`config.mk`:
```
export PLATFORM = sky130hd
export DESIGN_NAME = charger_status_flag_bank
export DESIGN_NICKNAME = d
export VERILOG_FILES = /design/src/verilog/charger_status_pkg.sv /design/src/verilog/charger_status_flag_bank.sv
export VERILOG_INCLUDE_DIRS = /design/src /design/src/verilog
export SDC_FILE = /design/constraint.sdc
export NUM_CORES = 1
export LEC_CHECK = 0
export BUFFER_PORTS_ARGS = -buffer_cell sky130_fd_sc_hd__buf_2
export CORE_ASPECT_RATIO = 0.8
export CORE_MARGIN = 10
export CORE_UTILIZATION = 50
export DETAILED_ROUTE_END_ITERATION = 7
export PLACE_DENSITY = 0.73
export SYNTH_ARGS = -nofsm -noshare
export SYNTH_HDL_FRONTEND = slang
export SYNTH_SLANG_ARGS = --single-unit
```
`constraint.sdc`:
```
create_clock -name ref_clk_i -period 4.57 [get_ports ref_clk_i]
set_clock_uncertainty 0.15 [all_clocks]
set_input_delay 0.2285 -clock ref_clk_i [delete_from_list [all_inputs] [get_ports ref_clk_i]]
set_output_delay 0.2285 -clock ref_clk_i [all_outputs]
set_load 0.005 [all_outputs]
```
`src/verilog/charger_status_params.svh`:
```
`ifndef CHARGER_STATUS_PARAMS_SVH
`define CHARGER_STATUS_PARAMS_SVH

// register offsets
`define CSB_ADDR_INPUT      8'h1b
`define CSB_ADDR_PHASE      8'h1c
`define CSB_ADDR_OPTIMIZER  8'h1d
`define CSB_ADDR_TIMERS     8'h1e
`define CSB_ADDR_THERMISTOR 8'h1f
`define CSB_ADDR_PROT_PRI   8'h20
`define CSB_ADDR_PROT_SEC   8'h21
`define CSB_ADDR_FLAGS0     8'h22

// reset and unmapped values
`define CSB_RESET_BYTE      8'h00
`define CSB_UNMAPPED_BYTE   8'h00

// event flag bit positions
`define CSB_FLAG_ICURR      7
`define CSB_FLAG_VLIM       6
`define CSB_FLAG_WDOG       5
`define CSB_FLAG_WEAK       4
`define CSB_FLAG_GOOD       3
`define CSB_FLAG_SRC2       2
`define CSB_FLAG_SRC1       1
`define CSB_FLAG_BUS        0

`endif

```
`src/verilog/charger_status_pkg.sv`:
```
package charger_status_pkg;

   typedef enum logic [2:0] {
      PHASE_IDLE    = 3'h0,
      PHASE_TRICKLE = 3'h1,
      PHASE_PRE     = 3'h2,
      PHASE_CC      = 3'h3,
      PHASE_CV      = 3'h4,
      PHASE_RSVD    = 3'h5,
      PHASE_TOPOFF  = 3'h6,
      PHASE_DONE    = 3'h7
   } charge_phase_t;

   typedef enum logic [3:0] {
      SRC_NONE          = 4'h0,
      SRC_STD_DOWN      = 4'h1,
      SRC_CHG_DOWN      = 4'h2,
      SRC_DEDICATED     = 4'h3,
      SRC_HIGH_VOLTAGE  = 4'h4,
      SRC_UNKNOWN       = 4'h5,
      SRC_NONSTANDARD   = 4'h6,
      SRC_UNQUALIFIED   = 4'h8,
      SRC_DIRECT_BUS    = 4'hb
   } source_type_t;

   typedef enum logic [1:0] {
      OPT_DISABLED = 2'h0,
      OPT_RUNNING  = 2'h1,
      OPT_FOUND    = 2'h2,
      OPT_RSVD     = 2'h3
   } optimizer_t;

   // levels from the analog monitors and comparators
   typedef struct packed {
      logic          input_current_regulating;
      logic          input_voltage_regulating;
      logic          watchdog_expired_status;
      logic          weak_source_status;
      logic          input_good_status;
      logic          second_source_present;
      logic          first_source_present;
      logic          bus_input_present;
      charge_phase_t charge_phase;
      source_type_t  input_source_type;
      logic          adapter_detect_done;
      optimizer_t    current_optimizer_state;
      logic          die_thermal_regulation;
      logic          data_line_detect_busy;
      logic          battery_present;
      logic          second_blocking_pair_fitted;
      logic          first_blocking_pair_fitted;
      logic          conversion_done;
      logic          system_min_regulation;
      logic          fast_timer_expired;
      logic          trickle_timer_expired;
      logic          precharge_timer_expired;
      logic          thermistor_cold;
      logic          thermistor_cool;
      logic          thermistor_warm;
      logic          thermistor_hot;
      logic          discharge_current_regulating;
      logic          bus_overvoltage;
      logic          battery_overvoltage;
      logic          bus_overcurrent;
      logic          battery_overcurrent;
      logic          converter_overcurrent;
      logic          second_source_overvoltage;
      logic          first_source_overvoltage;
      logic          system_rail_short;
      logic          system_rail_overvoltage;
      logic          thermal_shutdown_active;
   } monitor_t;

   typedef struct packed {
      monitor_t    sync1;
      monitor_t    sync2;
      monitor_t    prev;
      logic [7:0]  flags;
      logic [7:0]  rd_data;
      logic        rd_valid;
      logic        int_pulse;
   } bank_state_t;

endpackage

```
`src/verilog/charger_status_flag_bank.sv`:
```
// Operation
// - input byte bit5 shows watchdog expired
// - input byte bit4 shows weak adapter
// - input byte bit3 shows input power good
// - input bits2..0 show source2, source1, bus present
// - bits7-5 charge phase code
// - bits4-1 input source type code
// - phase byte bit0 adapter detection done
// - optimizer byte bits7-6 optimizer state
// - optimizer byte bit2 die thermal regulation
// - optimizer byte bit1 only during data-line detect
// - optimizer byte bit0 battery present
// - timer byte bits7,6 blocking pairs fitted
// - timer byte bit5 conversion done, single mode
// - timer byte bit4 system minimum regulation
// - timer bits3..1 fast, trickle, precharge expired
// - thermistor bits3..0 cold cool warm hot
// - protection byte bit7 discharge current regulating
// - protection bits6..0 seven protection conditions
// - secondary bits7,6 rail short, rail overvoltage
// - secondary bit2 thermal shutdown active
// - flag bits7..5 latch rising regulation, watchdog
// - every register resets to zero
// - unmasked flag event pulses host interrupt
`timescale 1ns/1ps
`include "charger_status_params.svh"

module charger_status_flag_bank (
   // clock and reset
   input  wire logic                        ref_clk_i,
   input  wire logic                        rstn_i,
   // analog monitor levels, asynchronous
   input  wire charger_status_pkg::monitor_t monitor_i,
   // mask bits of the first flag register, same clock
   input  wire logic [7:0]                  event_mask_i,
   // register read port from the serial engine
   input  wire logic                        rd_en_i,
   input  wire logic [7:0]                  rd_addr_i,
   output logic [7:0]                       rd_data_o,
   output logic                             rd_valid_o,
   // interrupt request
   output logic                             int_pulse_o
);

   charger_status_pkg::bank_state_t state_r;
   charger_status_pkg::bank_state_t state_nxt;

   always_comb begin
      charger_status_pkg::monitor_t m;
      charger_status_pkg::monitor_t p;
      logic [7:0] set_ev;
      logic [7:0] clr_ev;
      logic [7:0] rd_byte;
      m       = state_r.sync2;
      p       = state_r.prev;
      set_ev  = 8'h00;
      clr_ev  = 8'h00;
      rd_byte = `CSB_UNMAPPED_BYTE;
      state_nxt = state_r;

      // multi-bit codes may tear for one cycle on a change; they settle next sample
      state_nxt.sync1 = monitor_i;
      state_nxt.sync2 = state_r.sync1;
      state_nxt.prev  = state_r.sync2;

      set_ev[`CSB_FLAG_ICURR] = m.input_current_regulating & ~p.input_current_regulating;
      set_ev[`CSB_FLAG_VLIM]  = m.input_voltage_regulating & ~p.input_voltage_regulating;
      set_ev[`CSB_FLAG_WDOG]  = m.watchdog_expired_status & ~p.watchdog_expired_status;
      set_ev[`CSB_FLAG_WEAK]  = m.weak_source_status & ~p.weak_source_status;
      set_ev[`CSB_FLAG_GOOD]  = m.input_good_status ^ p.input_good_status;
      set_ev[`CSB_FLAG_SRC2]  = m.second_source_present ^ p.second_source_present;
      set_ev[`CSB_FLAG_SRC1]  = m.first_source_present ^ p.first_source_present;
      set_ev[`CSB_FLAG_BUS]   = m.bus_input_present ^ p.bus_input_present;

      if (rd_addr_i == `CSB_ADDR_INPUT) begin
         rd_byte = {m.input_current_regulating,
                    m.input_voltage_regulating,
                    m.watchdog_expired_status,
                    m.weak_source_status,
                    m.input_good_status,
                    m.second_source_present,
                    m.first_source_present,
                    m.bus_input_present};
      end else if (rd_addr_i == `CSB_ADDR_PHASE) begin
         rd_byte = {m.charge_phase,
                    m.input_source_type,
                    m.adapter_detect_done};
      end else if (rd_addr_i == `CSB_ADDR_OPTIMIZER) begin
         rd_byte = {m.current_optimizer_state,
                    3'h0,
                    m.die_thermal_regulation,
                    m.data_line_detect_busy,
                    m.battery_present};
      end else if (rd_addr_i == `CSB_ADDR_TIMERS) begin
         rd_byte = {m.second_blocking_pair_fitted,
                    m.first_blocking_pair_fitted,
                    m.conversion_done,
                    m.system_min_regulation,
                    m.fast_timer_expired,
                    m.trickle_timer_expired,
                    m.precharge_timer_expired,
                    1'b0};
      end else if (rd_addr_i == `CSB_ADDR_THERMISTOR) begin
         rd_byte = {4'h0,
                    m.thermistor_cold,
                    m.thermistor_cool,
                    m.thermistor_warm,
                    m.thermistor_hot};
      end else if (rd_addr_i == `CSB_ADDR_PROT_PRI) begin
         rd_byte = {m.discharge_current_regulating,
                    m.bus_overvoltage,
                    m.battery_overvoltage,
                    m.bus_overcurrent,
                    m.battery_overcurrent,
                    m.converter_overcurrent,
                    m.second_source_overvoltage,
                    m.first_source_overvoltage};
      end else if (rd_addr_i == `CSB_ADDR_PROT_SEC) begin
         rd_byte = {m.system_rail_short,
                    m.system_rail_overvoltage,
                    3'h0,
                    m.thermal_shutdown_active,
                    2'h0};
      end else if (rd_addr_i == `CSB_ADDR_FLAGS0) begin
         rd_byte = state_r.flags;
         // only the bits actually returned are cleared
         clr_ev  = rd_en_i ? state_r.flags : 8'h00;
      end

      // a new event in the clearing cycle survives the read
      state_nxt.flags     = (state_r.flags & ~clr_ev) | set_ev;
      state_nxt.rd_valid  = rd_en_i;
      state_nxt.rd_data   = rd_en_i ? rd_byte : state_r.rd_data;
      state_nxt.int_pulse = |(set_ev & ~event_mask_i);
   end

   always_ff @(posedge ref_clk_i) begin
      if (!rstn_i) begin
         state_r <= '0;
      end else begin
         state_r <= state_nxt;
      end
   end

   assign rd_data_o   = state_r.rd_data;
   assign rd_valid_o  = state_r.rd_valid;
   assign int_pulse_o = state_r.int_pulse;

endmodule

```
==> flow_summary.toml <==
[die]
rows = 28
fp.dieArea_mm2 = 0.01161
die_w_um = 118.0
floorplan.initialDensity_pct = 51.74
num_io_pins = 72
die_y_um = 98.41
core_area_mm2 = 0.007427

[power]
comb_power_share_pct = 8.2
p_seq_share_pct = 58.7
clock_power_share_pct = 33.1
power.density_mw_per_mm2 = 363.5
p_switching_uw = 385.9
leakage_uw = 0.002023
vdd_drop_max_uv = 281.0
p_int_uw = 1373
swShare_pct = 21.94

[clocking]
clk_path_buf_depth = 2
cts_tree = "done"
cts_post_setup_buffers_inserted = 0
htree_levels = 3
root_buffer = "clkbuf_8"
cts_resized = 0
clk-insertion-delay-late_ns = 0.36
clock-sinks = 112
cts_hold_buf = 43
path_clk_slew_ns = 0.09
cts_made_buffers = 9

[yosys]
synth_area_mm2 = 0.003842
yosysSeqAreaShare_pct = 58.35
ys.warnings.count = 0
syn_nets = 424
ys_ff_latch = 112
synthFlopType = "dfxtp_1"
ys_types = 43
avgSynthCellArea_um2 = 10.61
synthCells = 362
ys_async_sr_fraction_pct = 0
synth-edff-count = 0

[place]
gp_congestion = 0.8520
portBuffers = 71
dp_hpwl_mm = 5.706
pre_cts_slack_ns = 2.346
placed_area_mm2 = 0.004203

[grt]
grt_pass1_vias = 2809
groute.layer.met3.usage_pct = 4.219
antenna_found_initial = 0
gr-usage-met1_pct = 17.94
met2_usage_pct = 23.49
gr-total-overflow = 0
grt_max_degree = 83
grt-busiest-layer = "met2"
track_usage_pct = 14.35
grt_pass1_wl_mm = 13.70

[sta]
setup_ws_ns = 2.748
grt_setup_unrepaired = "no"
fin_crit_ns = 1.822
fin_crit_sh_pct = 39.86
slew_viol_final = 0
finalSetupViolCount = 0
finalHoldViolCount = 0
worstMarginPinSlew_ns = 0.7873
setup-tns-final_ns = 0
whs_ns = 0.03615
max_freq_ghz = 0.5490
slew_headroom_pct = 47.11

[worst_setup_path]
critPathRequiredTime_ns = 4.71
ff2ff_path_depth = 4
crit_fanout = 82
start_kind = "input port"
criticalPathCategory = "in2reg"
arrival_ns = 1.96
critPathCaptureType = "register"

[routing]
remaining_drc_errors = 0
drt-total-wl_mm = 8.228
first_pass_iters = 4
vias_per_cell = 4.770
first_iter_violations = 172
detail_route.wl_per_cell_um = 14.36
vias = 2733
ant_nets = 0

[job]
cap_violations = 0

[final_layout]
nets = 525
area_growth_pct = 25.92
n_antenna_cell = 0
stdcell_area_mm2 = 0.004838
drive_gt1_share_pct = 20.73
final_core_util_pct = 65.14

[worst_hold_path]
holdPathStages = 4
hp-class = "in2reg"

[outcome]
status = "complete, no violations"
[layout make-up]
cell class / instances / area, um2
well taps: 105 / 131.4
fillers: 628 / 2589
inverters: 7 / 26.28
flip-flops and latches: 112 / 2242
multi-input cells: 218 / 1440
clock buffers: 11 / 141.4
clock inverters: 5 / 63.81
repair buffers: 115 / 793.3
[registers in the layout, summed over array words and instances (netlist names)]
register and flops:
int_pulse_o 1, rd_data_o 8, rd_valid_o 1, state_nxt 86, state_r 16
[path summary, 6_finish.rpt]
check	startpoint	endpoint	slack [ns]
worst max register to register	state_nxt[56]	int_pulse_o	3.25
worst min register to register	state_nxt[102]	state_nxt[59]	0.28
worst max-delay path	rstn_i	rd_data_o[4]	2.75
worst min-delay path	event_mask_i[4]	int_pulse_o	0.04
[power groups by stage]
stage	Sequential [uW]	Clock (uW)	Combinational [uW]
6_report	1030	582	144
3_5_place_dp	1060	0	115
4_1_cts	1030	594	144
3_3_place_gp	1060	0	114
5_1_grt	1040	630	162
2_1_floorplan	1050	0	71.5
[through the flow]
step                std cells  total power (uW)
global route              573              1829
CTS                       573              1772
floorplan                 362              1122
detailed placement        514              1172
finish                    573              1759
global placement          514              1169
[per-layer routing]
metal  vias up  share of wire (%)
li1       1402                  -
met1      1250                 46
met2        73                 48
met3         8                5.5
met4         0               0.81
met5         -                  0
[critical path, cell delays in order]
cell	delay, ns
buf_2	0.24
buf_4	0.50
inv_1	0.38
nor2_1	0.31
a32oi_1	0.08
a22oi_1	0.20
[cell usage after synthesis, types with 2 or more instances]
master,n,area share (%)
nor3b_1,3,0.59
nand3b_1,2,0.39
nand2_1,16,1.6
a32o_1,2,0.52
o2bb2ai_1,6,1.4
buf_2,2,0.26
xnor2_1,4,0.91
o21ai_0,9,1.2
mux2_2,4,1.2
nor2_1,4,0.39
clkbuf_1,13,1.3
o32ai_1,2,0.46
o22ai_1,4,0.65
a22oi_1,6,1.2
a21oi_1,14,1.8
nor2b_1,5,0.81
and2_1,95,15
mux2i_1,5,1.3
dfxtp_1,112,58
a32oi_1,2,0.46
inv_1,7,0.68
a21o_1,2,0.39
a31oi_1,7,1.1
o31ai_1,2,0.39
nand2b_1,7,1.1
buf_4,8,1.6
nor3_1,3,0.39
[cell usage in the layout (no fill, tap or decap), drive strengths merged, types with 3 or more instances in the layout]
cell type	count
nand2b	7
nor3	3
a22oi	6
a31oi	7
inv	8
and2	95
clkbuf	11
xnor2	4
nor3b	3
o2bb2ai	6
dlygate4sd3	43
dfxtp	112
nand2	16
nor2b	5
o21ai	9
buf	72
mux2i	5
o22ai	4
a21oi	14
nor2	5
mux2	4
[logic make-up after synthesis]
| kind of cell | count (synthesis) | share of synthesized area (%) |
|---|---|---|
| XOR/XNOR | 4 | 0.9117 |
| AND/OR/NAND/NOR | 144 | 23.09 |
| flip-flops | 112 | 58.35 |
| buffers and inverters | 32 | 4.168 |
| multiplexers | 10 | 3.061 |
| AO/OA/AOI/OAI | 60 | 10.42 |
(Power assumes the default switching activity.)
